--- src/logic/ppo_pkg.sv ---
// shared constants for the port a pin override block
package ppo_pkg;

    // ---------------------------------------------------------------
    // port geometry
    // ---------------------------------------------------------------
    localparam int unsigned PORT_W = 8;

    // ---------------------------------------------------------------
    // reset values of the port register bits
    // ---------------------------------------------------------------
    localparam logic [PORT_W-1:0] DIRECTION_RST = 8'h00;
    localparam logic [PORT_W-1:0] LATCH_RST     = 8'h00;
    localparam logic [PORT_W-1:0] SAMPLE_RST    = 8'h00;
    localparam logic [PORT_W-1:0] RD_DATA_RST   = 8'h00;

    // ---------------------------------------------------------------
    // pull-up condition {direction, latch, pullup disable}
    // ---------------------------------------------------------------
    localparam logic [2:0] PULLUP_ON_CODE = 3'h2;

    // ---------------------------------------------------------------
    // timing: synchronizer depth in clock cycles
    // ---------------------------------------------------------------
    localparam int unsigned SYNC_STAGES = 2;

    // ---------------------------------------------------------------
    // pin positions of the shared functions on port a
    // ---------------------------------------------------------------
    localparam int unsigned PIN_ANALOG_REFERENCE_IN     = 0;
    localparam int unsigned PIN_CMP_POS  = 1;
    localparam int unsigned PIN_CMP_NEG  = 2;
    localparam int unsigned PIN_T0_CLK   = 3;
    localparam int unsigned PIN_SHF_CLK  = 4;
    localparam int unsigned PIN_T1_CLK   = 4;
    localparam int unsigned PIN_SHF_DO   = 5;
    localparam int unsigned PIN_SPI_MISO = 5;
    localparam int unsigned PIN_T1_MB    = 5;
    localparam int unsigned PIN_SHF_DI   = 6;
    localparam int unsigned PIN_SPI_MOSI = 6;
    localparam int unsigned PIN_T1_MA    = 6;
    localparam int unsigned PIN_T0_MB    = 7;
    localparam int unsigned PIN_T1_CAP   = 7;

    // ---------------------------------------------------------------
    // register read selection
    // ---------------------------------------------------------------
    typedef enum logic [1:0] {
        PPO_RD_NONE,
        PPO_RD_DIR,
        PPO_RD_LATCH,
        PPO_RD_PIN
    } ppo_rd_sel_t;

endpackage

--- src/logic/ppo_port_top.sv ---
// port a pin override, register bits, input routing and function map
`timescale 1ns/1ps
module ppo_port_top (
    // clock, reset, enable
    input  wire logic                       core_clk,
    input  wire logic                       nrst,
    input  wire logic                       ce,
    // shared controls
    input  wire logic                       global_pullup_disable,
    input  wire logic                       sleep_clamp,
    // port register strobes
    input  wire logic [ppo_pkg::PORT_W-1:0] wr_data,
    input  wire logic                       wr_direction,
    input  wire logic                       wr_latch,
    input  wire logic                       wr_pin,
    input  wire logic                       rd_direction,
    input  wire logic                       rd_latch,
    input  wire logic                       rd_pin,
    output logic      [ppo_pkg::PORT_W-1:0] rd_data_q,
    // register state
    output logic      [ppo_pkg::PORT_W-1:0] direction_bit_q,
    output logic      [ppo_pkg::PORT_W-1:0] output_latch_bit_q,
    output logic      [ppo_pkg::PORT_W-1:0] pin_sample_bit_q,
    // per-pin overrides
    input  wire logic [ppo_pkg::PORT_W-1:0] pull_up_override_enable,
    input  wire logic [ppo_pkg::PORT_W-1:0] pull_up_override_value,
    input  wire logic [ppo_pkg::PORT_W-1:0] direction_override_enable,
    input  wire logic [ppo_pkg::PORT_W-1:0] direction_override_value,
    input  wire logic [ppo_pkg::PORT_W-1:0] out_level_override_enable,
    input  wire logic [ppo_pkg::PORT_W-1:0] out_level_override_value,
    input  wire logic [ppo_pkg::PORT_W-1:0] latch_toggle_override_enable,
    input  wire logic [ppo_pkg::PORT_W-1:0] input_gate_override_enable,
    input  wire logic [ppo_pkg::PORT_W-1:0] input_gate_override_value,
    // digital pad
    input  wire logic [ppo_pkg::PORT_W-1:0] pad_in,
    output logic      [ppo_pkg::PORT_W-1:0] pad_out,
    output logic      [ppo_pkg::PORT_W-1:0] pad_oe,
    output logic      [ppo_pkg::PORT_W-1:0] pad_pull_up,
    output logic      [ppo_pkg::PORT_W-1:0] pad_input_en,
    // analog pad and module side
    input  wire logic [ppo_pkg::PORT_W-1:0] analog_pad_in,
    output logic      [ppo_pkg::PORT_W-1:0] analog_pad_out,
    output logic      [ppo_pkg::PORT_W-1:0] analog_pad_oe,
    input  wire logic [ppo_pkg::PORT_W-1:0] analog_drive_level,
    input  wire logic [ppo_pkg::PORT_W-1:0] analog_drive_en,
    output logic      [ppo_pkg::PORT_W-1:0] analog_pass_path,
    // raw inputs to alternate functions
    output logic      [ppo_pkg::PORT_W-1:0] alt_raw_input,
    output logic      [ppo_pkg::PORT_W-1:0] pin_change_source,
    output logic      [ppo_pkg::PORT_W-1:0] converter_channel,
    // function map taps
    output logic                            analog_reference_in,
    output logic                            comparator_pos_in,
    output logic                            comparator_neg_in,
    output logic                            timer0_ext_clock,
    output logic                            timer1_ext_clock,
    output logic                            shifter_clock,
    output logic                            shifter_data_in,
    output logic                            spi_mosi_in,
    output logic                            spi_miso_in,
    output logic                            timer1_capture_in,
    output logic                            timer1_match_b_out,
    output logic                            timer1_match_a_out,
    output logic                            timer0_match_b_out
);
    import ppo_pkg::*;

    // ---------------------------------------------------------------
    // reset release
    // ---------------------------------------------------------------
    logic rst_meta_q;
    logic rst_n;

    // async assert, release through two flops so every flop on rst_n leaves reset together
    always_ff @(posedge core_clk or negedge nrst) begin
        if (!nrst) begin
            rst_meta_q <= 1'b0;
            rst_n      <= 1'b0;
        end else begin
            rst_meta_q <= 1'b1;
            rst_n      <= rst_meta_q;
        end
    end

    // ---------------------------------------------------------------
    // decode helpers
    // ---------------------------------------------------------------
    // read select, used only by the read register; the checks decode the strobes directly
    function automatic ppo_rd_sel_t rd_sel(input logic d, input logic l, input logic p);
        ppo_rd_sel_t s;
        s = PPO_RD_NONE;
        if (d) begin
            s = PPO_RD_DIR;
        end else if (l) begin
            s = PPO_RD_LATCH;
        end else if (p) begin
            s = PPO_RD_PIN;
        end
        return s;
    endfunction

    // next latch value: write, then software toggle, then override toggle
    function automatic logic [PORT_W-1:0] latch_next(input logic [PORT_W-1:0] cur,
                                                     input logic              wl,
                                                     input logic              wp,
                                                     input logic [PORT_W-1:0] dat,
                                                     input logic [PORT_W-1:0] tog);
        logic [PORT_W-1:0] v;
        v = wl ? dat : cur;
        v = v ^ (wp ? dat : '0);
        return v ^ tog;
    endfunction

    // ---------------------------------------------------------------
    // port register bits
    // ---------------------------------------------------------------
    // direction register: one makes the pin an output
    always_ff @(posedge core_clk or negedge rst_n) begin
        if (!rst_n) begin
            direction_bit_q <= DIRECTION_RST;
        end else if (ce && wr_direction) begin
            direction_bit_q <= wr_data;
        end
    end

    // output latch; a toggle held high inverts once per enabled cycle
    always_ff @(posedge core_clk or negedge rst_n) begin
        if (!rst_n) begin
            output_latch_bit_q <= LATCH_RST;
        end else if (ce) begin
            output_latch_bit_q <= latch_next(output_latch_bit_q, wr_latch, wr_pin,
                                             wr_data, latch_toggle_override_enable);
        end
    end

    // ---------------------------------------------------------------
    // per-pin override cells
    // ---------------------------------------------------------------
    logic [PORT_W-1:0] drive_en;
    logic [PORT_W-1:0] drive_level;
    logic [PORT_W-1:0] input_en;
    logic [PORT_W-1:0] pull_up_en;
    logic [PORT_W-1:0] gated_in;

    // shared controls fan out, each register and override bit stays private
    for (genvar i = 0; i < PORT_W; i++) begin : g_pin
        ppo_pin_cell u_cell (
            .direction_bit              (direction_bit_q[i]),
            .output_latch_bit           (output_latch_bit_q[i]),
            .global_pullup_disable      (global_pullup_disable),
            .sleep_clamp                (sleep_clamp),
            .pull_up_override_enable    (pull_up_override_enable[i]),
            .pull_up_override_value     (pull_up_override_value[i]),
            .direction_override_enable  (direction_override_enable[i]),
            .direction_override_value   (direction_override_value[i]),
            .out_level_override_enable  (out_level_override_enable[i]),
            .out_level_override_value   (out_level_override_value[i]),
            .input_gate_override_enable (input_gate_override_enable[i]),
            .input_gate_override_value  (input_gate_override_value[i]),
            .pad_in                     (pad_in[i]),
            .pull_up_en                 (pull_up_en[i]),
            .drive_en                   (drive_en[i]),
            .drive_level                (drive_level[i]),
            .input_en                   (input_en[i]),
            .gated_in                   (gated_in[i])
        );
    end

    // pad controls stay combinational so an override takes the pin at once
    always_comb begin
        pad_oe       = drive_en;
        pad_out      = drive_level;
        pad_pull_up  = pull_up_en;
        pad_input_en = input_en;
    end

    // ---------------------------------------------------------------
    // input paths
    // ---------------------------------------------------------------
    // raw input is before the synchronizer; receivers synchronize it themselves
    always_comb begin
        alt_raw_input     = gated_in;
        pin_change_source = gated_in;
    end

    // sampled copy for the pin register
    ppo_sync2 u_sync (
        .core_clk (core_clk),
        .rst_n    (rst_n),
        .ce       (ce),
        .d        (gated_in),
        .q        (pin_sample_bit_q)
    );

    // analog path bypasses all digital gating, in both directions
    always_comb begin
        analog_pass_path  = analog_pad_in;
        converter_channel = analog_pad_in;
        analog_pad_out    = analog_drive_level;
        analog_pad_oe     = analog_drive_en;
    end

    // ---------------------------------------------------------------
    // function map
    // ---------------------------------------------------------------
    // analog functions
    always_comb begin
        analog_reference_in = analog_pad_in[PIN_ANALOG_REFERENCE_IN];
        comparator_pos_in   = analog_pad_in[PIN_CMP_POS];
        comparator_neg_in   = analog_pad_in[PIN_CMP_NEG];
    end

    // clock and data inputs; clock users take the raw level unsynchronized
    always_comb begin
        timer0_ext_clock  = gated_in[PIN_T0_CLK];
        shifter_clock     = gated_in[PIN_SHF_CLK];
        timer1_ext_clock  = gated_in[PIN_T1_CLK];
        spi_miso_in       = gated_in[PIN_SPI_MISO];
        shifter_data_in   = gated_in[PIN_SHF_DI];
        spi_mosi_in       = gated_in[PIN_SPI_MOSI];
        timer1_capture_in = gated_in[PIN_T1_CAP];
    end

    // compare outputs reach their pin as the level override value; this shows
    // the level actually presented there
    always_comb begin
        timer1_match_b_out = pad_out[PIN_T1_MB];
        timer1_match_a_out = pad_out[PIN_T1_MA];
        timer0_match_b_out = pad_out[PIN_T0_MB];
    end

    // ---------------------------------------------------------------
    // register read port
    // ---------------------------------------------------------------
    // one read register shared by the three port strobes
    always_ff @(posedge core_clk or negedge rst_n) begin
        if (!rst_n) begin
            rd_data_q <= RD_DATA_RST;
        end else if (ce) begin
            case (rd_sel(rd_direction, rd_latch, rd_pin))
                PPO_RD_DIR:   rd_data_q <= direction_bit_q;
                PPO_RD_LATCH: rd_data_q <= output_latch_bit_q;
                PPO_RD_PIN:   rd_data_q <= pin_sample_bit_q;
                default:      rd_data_q <= rd_data_q;
            endcase
        end
    end
endmodule

--- src/logic/ppo_sync2.sv ---
// two-stage synchronizer for the port sample path
`timescale 1ns/1ps
module ppo_sync2 (
    // clock, reset, enable
    input  wire logic                      core_clk,
    input  wire logic                      rst_n,
    input  wire logic                      ce,
    // data
    input  wire logic [ppo_pkg::PORT_W-1:0] d,
    output logic      [ppo_pkg::PORT_W-1:0] q
);
    import ppo_pkg::*;

    logic [PORT_W-1:0] meta_q;

    // first stage feeds only the second stage
    always_ff @(posedge core_clk or negedge rst_n) begin
        if (!rst_n) begin
            meta_q <= SAMPLE_RST;
            q      <= SAMPLE_RST;
        end else if (ce) begin
            meta_q <= d;
            q      <= meta_q;
        end
    end

endmodule

--- src/logic/ppo_pin_cell.sv ---
// combinational override selection for one port pin
`timescale 1ns/1ps
module ppo_pin_cell (
    // port register bits and shared controls
    input  wire logic direction_bit,
    input  wire logic output_latch_bit,
    input  wire logic global_pullup_disable,
    input  wire logic sleep_clamp,
    // overrides from the owning peripheral
    input  wire logic pull_up_override_enable,
    input  wire logic pull_up_override_value,
    input  wire logic direction_override_enable,
    input  wire logic direction_override_value,
    input  wire logic out_level_override_enable,
    input  wire logic out_level_override_value,
    input  wire logic input_gate_override_enable,
    input  wire logic input_gate_override_value,
    // pad side
    input  wire logic pad_in,
    output logic      pull_up_en,
    output logic      drive_en,
    output logic      drive_level,
    output logic      input_en,
    output logic      gated_in
);
    import ppo_pkg::*;

    // pure selection, no state: a change of enable acts in the same cycle
    always_comb begin
        pull_up_en = pull_up_override_enable ? pull_up_override_value
                   : ({direction_bit, output_latch_bit, global_pullup_disable} == PULLUP_ON_CODE);
        drive_en   = direction_override_enable ? direction_override_value : direction_bit;
        // level only matters while the driver is on
        drive_level = out_level_override_enable ? out_level_override_value : output_latch_bit;
        input_en   = input_gate_override_enable ? input_gate_override_value : !sleep_clamp;
        // clamp grounds the schmitt input when the gate is shut
        gated_in   = pad_in & input_en;
    end

endmodule

--- config.mk ---
export PLATFORM = sky130hd
export DESIGN_NAME = ppo_port_top
export DESIGN_NICKNAME = d
export VERILOG_FILES = /design/src/logic/ppo_pkg.sv /design/src/logic/ppo_port_top.sv /design/src/logic/ppo_sync2.sv /design/src/logic/ppo_pin_cell.sv
export SDC_FILE = /design/constraint.sdc
export NUM_CORES = 1
export LEC_CHECK = 0
export BUFFER_PORTS_ARGS = -buffer_cell sky130_fd_sc_hd__buf_2
export CAP_MARGIN = 20
export CORE_MARGIN = 2
export CORE_UTILIZATION = 30
export DETAILED_ROUTE_END_ITERATION = 12
export PLACE_DENSITY = 0.63
export SYNTH_ARGS = -nofsm -noshare
export SYNTH_HDL_FRONTEND = slang
export SYNTH_SLANG_ARGS = --single-unit
--- constraint.sdc ---
create_clock -name core_clk -period 1.75 [get_ports core_clk]
set_input_delay 0.35 -clock core_clk [delete_from_list [all_inputs] [get_ports core_clk]]
set_output_delay 0.35 -clock core_clk [all_outputs]
set_load 0.02 [all_outputs]
==> load_flow_metrics.sql, run 1 <==
INSERT INTO impl_metrics (metric_group, metric, value, unit) VALUES
('status', 'outcome', 'complete, no violations', ''),
('placement', 'final_weighted_congestion_in_routability_driven_placement', '0.740', ''),
('global_route', 'met1_usage', '0.194', ''),
('global_route', 'via_count_of_the_first_global_routing_pass', '2890', ''),
('placement', 'hpwl', '7710', 'microns'),
('pwr', 'max-vdd-ir-drop', '0.340', 'mV'),
('detailed_routing', 'post-route-drc-count', '0', ''),
('clocking', 'worstSkewPairLatency', '0.28', 'ns'),
('clocking', 'max-clock-path-buffers', '2', ''),
('timing', 'post-route-worst-setup-slack', '0.101', 'ns'),
('floorplanning', 'die_area', '12700', 'sq um'),
('detailed_routing', 'drt-initial-drc-count', '111', ''),
('clocking', 'cts_inserted_buffers', '5', ''),
('worst_setup_path', 'worstPathCellList', 'o41ai_2, buf_2', ''),
('worst_setup_path', 'cpPeakStageDelay', '0.45', 'ns'),
('floorplanning', 'core_area', '11500', 'sq um'),
('logic_synthesis', 'yosys_warnings', '0', ''),
('timing', 'grt_setup_unrepaired', 'false', ''),
('logic_synthesis', 'synth_nets', '532', ''),
('logic_synthesis', 'synth_area', '3550', 'sq um'),
('worst_setup_path', 'critical_path_peak_fanout', '5', ''),
('finish', 'area.growth.synth_to_final', '14.0', '%'),
('timing', 'finalSetupTns', '0', 'ns'),
('clocking', 'clockRootBuffer', 'clkbuf_16', ''),
('finish', 'finish.utilization', '0.353', ''),
('hold_path', 'timing.hold.worst.start', 'latch_toggle_override_enable[5]', ''),
('timing', 'final_critical_delay_including_setup_and_external_delays', '1.65', 'ns'),
('logic_synthesis', 'postSynthRegisterBits', '42', ''),
('clocking', 'htree_depth', '2', ''),
('logic_synthesis', 'yosysMostFrequentCell', 'buf_4', ''),
('clocking', 'postCtsSetupBuffers', '0', ''),
('logic_synthesis', 'synth-edff-count', '0', ''),
('floorplanning', 'die_height', '113', 'microns'),
('hold_path', 'min_delay_path_depth', '2', ''),
('detailed_routing', 'route.final.wire_length', '9700', 'microns'),
('pwr', 'power.density', '932', 'nW/um^2'),
('clocking', 'cts.sink_count', '42', ''),
('logic_synthesis', 'synthCells', '409', ''),
('hold_path', 'worst_hold_path.endpoint', 'output_latch_bit_q[5]', ''),
('placement', 'dpl-instance-area', '3850', 'sq um'),
('finish', 'num-fill-cells', '1186', ''),
('global_route', 'use_met2', '0.234', ''),
('timing', 'finalHoldViolations', '0', ''),
('worst_setup_path', 'critPathKind', 'reg2out', ''),
('global_route', 'gr-usage-met3', '0.0370', ''),
('worst_setup_path', 'cp_slowest_cell', 'dfrtp_1', ''),
('finish', 'antennaDiodeCount', '0', ''),
('worst_setup_path', 'critPathLaunchType', 'register', ''),
('clocking', 'path_clk_slew', '0.06', 'ns'),
('finish', 'final_layout_size_suffix_gt1_frac', '0.484', ''),
('run', 'cap_viol_max_count', '0', ''),
('timing', 'final_worst_path_period_share', '0.942', ''),
('global_route', 'pin_count_of_the_biggest_net_entering_global_routing', '28', ''),
('logic_synthesis', 'synth_top_area_cell', 'dfrtp_1', ''),
('logic_synthesis', 'synth_async_sr_flop_share', '1.00', ''),
('finish', 'post-route-cell-area', '4050', 'sq um'),
('detailed_routing', 'detail_route.first_pass.iterations', '4', ''),
('worst_setup_path', 'critical_path_required', '1.40', 'ns'),
('detailed_routing', 'route.vias.total', '3027', ''),
('worst_setup_path', 'critPathLaunch', 'direction_bit_q[5]', ''),
('logic_synthesis', 'synth-seq-area-share', '0.296', ''),
('floorplanning', 'die_w', '113', 'microns'),
('global_route', 'grtUsageTotal', '0.145', ''),
('global_route', 'grt.busiest_layer', 'met2', ''),
('clocking', 'tritoncts', 'built', ''),
('floorplanning', 'top_level_ports', '248', ''),
('placement', 'io_buffer_count', '188', ''),
('logic_synthesis', 'top_cell_type_s_share_of_synthesized_area', '0.296', ''),
('logic_synthesis', 'ys_types', '38', ''),
('detailed_routing', 'route.detailed.wl_per_inst', '15.2', 'microns'),
('worst_setup_path', 'timing.critical_path.arrival', '1.30', 'ns');
-- metal layers --
metal | share of wire | vias to the layer above | wire length [microns]
met5 | 0 | - | 0
met4 | 0.014 | 0 | 138
met3 | 0.078 | 13 | 756
met2 | 0.48 | 140 | 4660
met1 | 0.43 | 1417 | 4150
li1 | - | 1457 | -
-- final cells by class --
type	count	area [sq um]	area share
clock buffers	6	129	0.0318
flip-flops and latches	42	1050	0.261
repair buffers	198	1030	0.255
well taps	143	179	0.0442
multi-input cells	244	1610	0.397
inverters	2	7.51	0.00186
clock inverters	2	37.5	0.00928
-- cells in the final DEF (no fill, tap or decap), types with 9 or more instances in the layout --
master   instances
buf_4            9
buf_2          187
nor2b_1         14
nand2_1         55
dfrtp_1         39
o21ai_1         23
a21oi_1         22
o21ai_0         14
mux2_1          16
mux2_2          23
-- report_power, final --
part           leakage, nW  total (W)  switching, W  internal [W]
clock               0.0771    0.00107      0.000399      0.000674
combinational         1.43    0.00136      0.000807      0.000558
sequential           0.517    0.00133      0.000213       0.00112
total                 2.03    0.00377       0.00142       0.00235
-- cells by family after synthesis --
logic type,Yosys count,share of synthesized area
buf+inv,123,0.255
simple gates,108,0.148
compound gates,88,0.155
flops,42,0.296
mux,39,0.124
xor+xnor,8,0.0219
other cells,1,0.00106
-- repair_timing --
item                                    4_1_cts  5_1_grt
endpoints found under the setup margin        0        3
hold buffers                                  1        0
hold endpoints to repair                      2        0
gates resized for setup                       0        6
-- stage by stage --
stage          total power [W]  hold slack [ns]
2_1_floorplan          0.00252           0.0544
3_3_place_gp           0.00269            0.136
3_5_place_dp           0.00273            0.140
4_1_cts                0.00382            0.268
5_1_grt                0.00399            0.299
6_report               0.00377            0.274
-- worst max-delay path by stage --
stage,to,depth (start not counted)
after floorplan,pad_out[5],3
after global routing,pad_pull_up[0],3
after CTS,pad_pull_up[4],4
after detailed placement,output_latch_bit_q[6],4
final,pad_pull_up[5],2
after global placement,pad_pull_up[4],5
-- worst max-delay path: cells and delay by family, from the launching register on --
family / cells / cell delay [ns]
buffers and inverters: 1 / 0.21
DFF: 1 / 0.45
AOI/OAI and AO/OA: 1 / 0.36
-- flip-flops by register name, summed over array words and instances (netlist names) --
| signal | cells |
|---|---|
| rst_meta_q | 1 |
| rst_n | 1 |
| u_sync.meta_q | 8 |
| rd_data_q | 8 |
| u_sync.q | 8 |
| direction_bit_q | 8 |
| output_latch_bit_q | 8 |
Power figures use the tool's default switching activity.
==> run 2, diff against run 1 <==
--- a/config.mk
+++ b/config.mk
@@ -5,7 +5,7 @@
 export SDC_FILE = /design/constraint.sdc
 export NUM_CORES = 1
 export LEC_CHECK = 0
-export BUFFER_PORTS_ARGS = -buffer_cell sky130_fd_sc_hd__buf_2
+export BUFFER_PORTS_ARGS = -buffer_cell sky130_fd_sc_hd__buf_4
 export CAP_MARGIN = 20
 export CORE_MARGIN = 2
 export CORE_UTILIZATION = 30
==> load_flow_metrics.sql, run 2 (synthesis gave the netlist of run 1 again) <==
INSERT INTO impl_metrics (metric_group, metric, value, unit) VALUES
('worst_setup_path', 'r2r_end', 'output_latch_bit_q[5]', ''),
('global_route', 'grt_first_pass_wirelength', '15100', 'microns'),
('timing', 'slew-limit-headroom', '0.619', ''),
('global_route', 'via_count_of_the_first_global_routing_pass', '2880', ''),
('detailed_routing', 'post-route-drc-count', '0', ''),
('timing', 'final_worst_path_period_share', '0.937', ''),
('detailed_routing', 'route.detailed.vias_per_inst', '4.80', ''),
('detailed_routing', 'route.vias.total', '3044', ''),
('finish', 'mostFrequentLayoutCells', 'buf_4, nand2_1, dfrtp_1, o21ai_1, mux2_2', ''),
('detailed_routing', 'route.detailed.wl_per_inst', '15.5', 'microns'),
('pwr', 'power.density', '865', 'nW/um^2'),
('pwr', 'sequentialPowerShare', '0.349', ''),
('timing', 'finalHoldViolations', '0', ''),
('pwr', 'pwr-share-comb', '0.408', ''),
('worst_setup_path', 'worst-r2r-setup-slack', '0.44', 'ns'),
('detailed_routing', 'drt-initial-drc-count', '198', ''),
('placement', 'hpwl', '7740', 'microns'),
('finish', 'multiInputGateArea', '1590', 'sq um'),
('global_route', 'pin_count_of_the_biggest_net_entering_global_routing', '41', ''),
('timing', 'skew', '0.00308', 'ns'),
('timing', 'worstMarginPinSlew', '0.571', 'ns'),
('clocking', 'clockRootBuffer', 'clkbuf_16', ''),
('floorplanning', 'die_area', '12700', 'sq um'),
('floorplanning', 'die_height', '113', 'microns'),
('timing', 'setup_violations', '0', ''),
('status', 'outcome', 'complete, no violations', ''),
('finish', 'num-nets-final', '613', ''),
('clocking', 'worstSkewPairLatency', '0.28', 'ns'),
('floorplanning', 'top_level_ports', '248', ''),
('floorplanning', 'core_area', '11500', 'sq um'),
('finish', 'final_layout_size_suffix_gt1_frac', '0.477', ''),
('global_route', 'grt_antenna_before_repair', '0', ''),
('pwr', 'sw_frac_of_total', '0.366', ''),
('detailed_routing', 'route.final.wire_length', '9840', 'microns'),
('timing', 'finalSetupTns', '0', 'ns'),
('timing', 'grt_setup_unrepaired', 'false', ''),
('placement', 'io_buffer_count', '188', ''),
('timing', 'final_critical_delay_including_setup_and_external_delays', '1.64', 'ns'),
('worst_setup_path', 'timing.critical_path.arrival', '1.29', 'ns'),
('pwr', 'internal-power', '0.00244', 'W'),
('worst_setup_path', 'critPathLaunch', 'output_latch_bit_q[3]', ''),
('clocking', 'tritoncts', 'built', ''),
('hold_path', 'worstHoldPathType', 'in2reg', ''),
('worst_setup_path', 'r2r_start', 'output_latch_bit_q[5]', ''),
('finish', 'area.growth.synth_to_final', '25.4', '%'),
('clocking', 'htree_depth', '2', ''),
('global_route', 'grtUsageTotal', '0.150', ''),
('global_route', 'grt.overflow.total', '0', ''),
('clocking', 'postCtsSetupBuffers', '0', ''),
('pwr', 'netSwitchingPower', '0.00141', 'W'),
('floorplanning', 'die_w', '113', 'microns'),
('worst_setup_path', 'critical_path_peak_fanout', '10', ''),
('worst_setup_path', 'critPathLaunchType', 'register', ''),
('run', 'cap_viol_max_count', '0', ''),
('global_route', 'grt.busiest_layer', 'met2', ''),
('clocking', 'max-clock-path-buffers', '2', ''),
('pwr', 'clockPowerShare', '0.243', ''),
('global_route', 'gr-usage-met3', '0.0477', ''),
('detailed_routing', 'detail-route-antenna-nets', '0', ''),
('worst_setup_path', 'crit_path_end_kind', 'primary output', ''),
('clocking', 'cts_inserted_buffers', '5', ''),
('clocking', 'cts.sink_count', '42', ''),
('floorplanning', 'initial_core_util', '0.309', ''),
('timing', 'final_max_slew_viol_count', '0', ''),
('pwr', 'total_leakage_power', '2.13', 'nW'),
('global_route', 'met1_usage', '0.198', ''),
('worst_setup_path', 'critical_path_required', '1.40', 'ns'),
('worst_setup_path', 'worst-r2r-cell-count', '4', ''),
('placement', 'final_weighted_congestion_in_routability_driven_placement', '0.788', ''),
('finish', 'final_common_cell', 'buf_4', ''),
('finish', 'layout.area.seq', '1050', 'sq um'),
('detailed_routing', 'detail_route.first_pass.iterations', '5', ''),
('finish', 'num-fill-cells', '1161', ''),
('worst_setup_path', 'worst_setup_path_endpoint', 'pad_out[3]', ''),
('timing', 'maxClockFrequency', '610', 'MHz'),
('worst_setup_path', 'critPathKind', 'reg2out', ''),
('pwr', 'finalPower', '0.00385', 'W'),
('global_route', 'use_met2', '0.239', ''),
('pwr', 'max-vdd-ir-drop', '0.402', 'mV'),
('clocking', 'path_clk_slew', '0.06', 'ns'),
('finish', 'antennaDiodeCount', '0', ''),
('floorplanning', 'floorplan.rows', '39', '');
[run 2: cell count changes in the layout (fill, tap and decap cells not counted), sizes merged]
cell	previous run	this run
buf	197	194
bufinv	1	0
clkinv	0	1
clkbuf	6	7
clkinvlp	1	0
[run 2: power groups by stage]
stage | Sequential (W) | Combinational, W | Clock, W
floorplan | 0.00131 | 0.00121 | 0
global placement | 0.00135 | 0.00156 | 0
detailed placement | 0.00136 | 0.00158 | 0
CTS | 0.00134 | 0.00159 | 0.000965
global route | 0.00138 | 0.00170 | 0.00101
finish | 0.00134 | 0.00157 | 0.000937
[run 2: worst min path at each step]
stage / from / to / slack (ns) / depth (start not counted)
3_5_place_dp: nrst / rst_meta_q / 0.13 / 1
4_1_cts: latch_toggle_override_enable[5] / output_latch_bit_q[5] / 0.26 / 2
5_1_grt: latch_toggle_override_enable[5] / output_latch_bit_q[5] / 0.26 / 2
3_3_place_gp: nrst / rst_meta_q / 0.13 / 1
2_1_floorplan: nrst / rst_meta_q / 0.05 / 0
6_report: latch_toggle_override_enable[5] / output_latch_bit_q[5] / 0.26 / 2
[run 2: area by class of cell]
cell class	count	share of cell area
Sequential cell	42	0.237
Inverter	2	0.00169
Clock inverter	1	0.00112
Timing Repair Buffer	195	0.330
Multi-Input combinational cell	244	0.358
Clock buffer	7	0.0321
Tap cell	143	0.0402
[run 2: timing repair]
action | in CTS | in global routing
hold buffers | 1 | 0
gates resized for setup | 0 | 3
hold endpoints to repair | 2 | 0
endpoints found under the setup margin | 0 | 3
[run 2: routing by layer]
metal	wire length, microns	vias up	share of wire
li1	-	1466	-
met5	0	-	0
met2	4710	144	0.48
met3	961	16	0.098
met1	4020	1418	0.41
met4	141	0	0.014
[run 2: critical path, stage by stage, from the launching register on]
cell     delay (ns)
dfrtp_1        0.52
mux2_2         0.33
buf_4          0.16
[run 2: stage by stage]
step	cells	worst slack, ns	hold slack [ns]	area, sq um	utilization
after global placement	625	0.290	0.134	4290	0.374
after floorplan	409	0.0935	0.0544	3550	-
after CTS	634	0.0546	0.262	4450	0.388
final	634	0.109	0.263	4450	0.388
after detailed placement	625	0.225	0.134	4290	0.374
after global routing	634	0.00906	0.263	4450	0.388
==> run 3, diff against run 2 <==
--- a/config.mk
+++ b/config.mk
@@ -5,6 +5,7 @@
 export SDC_FILE = /design/constraint.sdc
 export NUM_CORES = 1
 export LEC_CHECK = 0
+export ABC_AREA = 1
 export BUFFER_PORTS_ARGS = -buffer_cell sky130_fd_sc_hd__buf_4
 export CAP_MARGIN = 20
 export CORE_MARGIN = 2
==> load_flow_metrics.sql, run 3 <==
INSERT INTO impl_metrics (metric_group, metric, value, unit) VALUES
('status', 'outcome', 'complete, no violations', ''),
('worst_setup_path', 'critical_path_peak_fanout', '6', ''),
('pwr', 'power.density', '768', 'nW/um^2'),
('logic_synthesis', 'synth_nets', '642', ''),
('worst_setup_path', 'crit_path_end_kind', 'primary output', ''),
('logic_synthesis', 'postSynthRegisterBits', '42', ''),
('floorplanning', 'floorplan.rows', '39', ''),
('global_route', 'grt_first_pass_wirelength', '15400', 'microns'),
('global_route', 'grt.overflow.total', '0', ''),
('floorplanning', 'die_area', '12400', 'sq um'),
('worst_setup_path', 'r2r_start', 'output_latch_bit_q[0]', ''),
('timing', 'final_worst_path_period_share', '0.937', ''),
('pwr', 'total_leakage_power', '2.59', 'nW'),
('hold_path', 'worstHoldPathType', 'reg2async', ''),
('global_route', 'grt_antenna_before_repair', '0', ''),
('logic_synthesis', 'synth-edff-count', '0', ''),
('finish', 'finish.utilization', '0.388', ''),
('global_route', 'grtUsageTotal', '0.152', ''),
('logic_synthesis', 'synth_area_per_inst', '6.68', 'sq um'),
('worst_setup_path', 'timing.critical_path.arrival', '1.29', 'ns'),
('clocking', 'htree_depth', '2', ''),
('worst_setup_path', 'r2r_end', 'output_latch_bit_q[0]', ''),
('finish', 'area.growth.synth_to_final', '27.1', '%'),
('logic_synthesis', 'synth_flop_cell', 'dfrtp_1', ''),
('floorplanning', 'top_level_ports', '248', ''),
('finish', 'mostFrequentLayoutCells', 'nand2_1, buf_4, inv_1, dfrtp_1, nand3_1', ''),
('logic_synthesis', 'synthCells', '519', ''),
('placement', 'hpwl', '8100', 'microns'),
('detailed_routing', 'route.vias.total', '3288', ''),
('detailed_routing', 'post-route-drc-count', '0', ''),
('timing', 'finalSetupTns', '0', 'ns'),
('clocking', 'tritoncts', 'built', ''),
('detailed_routing', 'route.detailed.wl_per_inst', '13.0', 'microns'),
('logic_synthesis', 'synth_top_area_cell', 'dfrtp_1', ''),
('timing', 'finalHoldViolations', '0', ''),
('finish', 'num-nets-final', '729', ''),
('clocking', 'path_clk_slew', '0.06', 'ns'),
('global_route', 'pin_count_of_the_biggest_net_entering_global_routing', '25', ''),
('timing', 'final_max_slew_viol_count', '0', ''),
('clocking', 'clockRootBuffer', 'clkbuf_16', ''),
('clocking', 'cts.sink_count', '42', ''),
('logic_synthesis', 'synth-seq-area-share', '0.303', ''),
('detailed_routing', 'detail_route.first_pass.iterations', '7', ''),
('floorplanning', 'die_height', '112', 'microns'),
('detailed_routing', 'drt-initial-drc-count', '87', ''),
('clocking', 'postCtsSetupBuffers', '0', ''),
('floorplanning', 'initial_core_util', '0.305', ''),
('logic_synthesis', 'synth_area', '3470', 'sq um'),
('run', 'cap_viol_max_count', '0', ''),
('worst_setup_path', 'worst-r2r-cell-count', '7', ''),
('floorplanning', 'die_w', '112', 'microns'),
('placement', 'final_weighted_congestion_in_routability_driven_placement', '0.792', ''),
('detailed_routing', 'detail-route-antenna-nets', '0', ''),
('logic_synthesis', 'top_cell_type_s_share_of_synthesized_area', '0.303', ''),
('clocking', 'max-clock-path-buffers', '2', ''),
('global_route', 'via_count_of_the_first_global_routing_pass', '3218', ''),
('logic_synthesis', 'yosysMostFrequentCell', 'nand2_1', ''),
('finish', 'antennaDiodeCount', '0', ''),
('logic_synthesis', 'synth_async_sr_flop_share', '1.00', ''),
('worst_setup_path', 'critPathLaunch', 'output_latch_bit_q[5]', ''),
('clocking', 'worstSkewPairLatency', '0.28', 'ns'),
('timing', 'skew', '0.00748', 'ns'),
('finish', 'final_common_cell', 'nand2_1', ''),
('logic_synthesis', 'synth_commonest_cells', 'nand2_1, buf_4, inv_1, dfrtp_1, nand3_1', ''),
('worst_setup_path', 'critPathLaunchType', 'register', ''),
('worst_setup_path', 'worst-r2r-setup-slack', '0.64', 'ns'),
('worst_setup_path', 'worst_setup_path_endpoint', 'timer1_match_b_out', ''),
('placement', 'io_buffer_count', '188', ''),
('worst_setup_path', 'critical_path_required', '1.40', 'ns'),
('worst_setup_path', 'critPathKind', 'reg2out', ''),
('timing', 'grt_setup_unrepaired', 'false', ''),
('timing', 'setup_violations', '0', ''),
('timing', 'final_critical_delay_including_setup_and_external_delays', '1.64', 'ns'),
('finish', 'num-fill-cells', '1237', ''),
('pwr', 'max-vdd-ir-drop', '0.452', 'mV'),
('logic_synthesis', 'yosys_warnings', '0', ''),
('detailed_routing', 'route.detailed.vias_per_inst', '4.38', ''),
('logic_synthesis', 'netlist_top_cells_area', 'dfrtp_1, buf_4, nand2_1', ''),
('clocking', 'cts_inserted_buffers', '5', ''),
('timing', 'maxClockFrequency', '610', 'MHz'),
('detailed_routing', 'route.final.wire_length', '9760', 'microns'),
('finish', 'final_layout_size_suffix_gt1_frac', '0.377', ''),
('logic_synthesis', 'ys_types', '22', ''),
('floorplanning', 'core_area', '11400', 'sq um');
==> run 3: metal layers <==
metal	vias up	global-route usage	wire [microns]
li1	1647	-	-
met2	127	0.274	4870
met4	0	0.0428	154
met1	1497	0.181	4080
met5	-	0	0
met3	17	0.0354	663
==> run 3: how the worst min path moves through the flow <==
stage	startpoint	end	slack [ns]
floorplan	nrst	rst_meta_q	0.05
global placement	nrst	rst_meta_q	0.13
detailed placement	nrst	rst_meta_q	0.14
CTS	rst_n	u_sync.meta_q[3]	0.25
global route	rst_n	u_sync.meta_q[3]	0.27
finish	rst_n	u_sync.q[6]	0.22
==> run 3: final cells by class <==
class / count / area, sq um / area share
clock buffers: 6 / 129 / 0.0292
multi-input cells: 303 / 1340 / 0.303
inverters: 63 / 246 / 0.0559
repair buffers: 191 / 1450 / 0.329
flip-flops and latches: 42 / 1050 / 0.239
well taps: 143 / 179 / 0.0406
clock inverters: 2 / 13.8 / 0.00312
==> run 3: what timing repair did <==
item,in CTS,in global routing
hold buffers,1,0
gates resized for setup,0,2
endpoints found under the setup margin,0,3
endpoints found under the hold margin,2,0
==> run 3: cell families (layout without fill, tap and decap cells) <==
logic type             count (synthesis)  in the layout  synth area share
AO/OA/AOI/OAI                         41             41            0.0624
buffers and inverters                174            262             0.311
flip-flops                            42             42             0.303
other                                  1              1           0.00108
AND/OR/NAND/NOR                      261            261             0.322
==> run 3: critical path, stage by stage, from the launching register on <==
cell and delay, ns:
dfrtp_1 0.49, inv_1 0.10, o21ai_0 0.23, buf_4 0.19
==> run 3: power breakdown <==
group          switching (W)  internal [W]
registers           0.000146       0.00109
logic               0.000704      0.000555
clock network       0.000361      0.000529
==> run 3: metrics by stage <==
stage / instances / hold slack [ns] / setup WS (ns) / instance area, sq um / total power [W]
after floorplan: 519 / 0.0544 / 0.129 / 3470 / 0.00219
after global placement: 741 / 0.133 / 0.153 / 4250 / 0.00250
after detailed placement: 741 / 0.137 / 0.159 / 4250 / 0.00253
after CTS: 750 / 0.247 / 0.0797 / 4410 / 0.00344
after global routing: 750 / 0.274 / 0.0269 / 4410 / 0.00358
final: 750 / 0.224 / 0.111 / 4410 / 0.00338
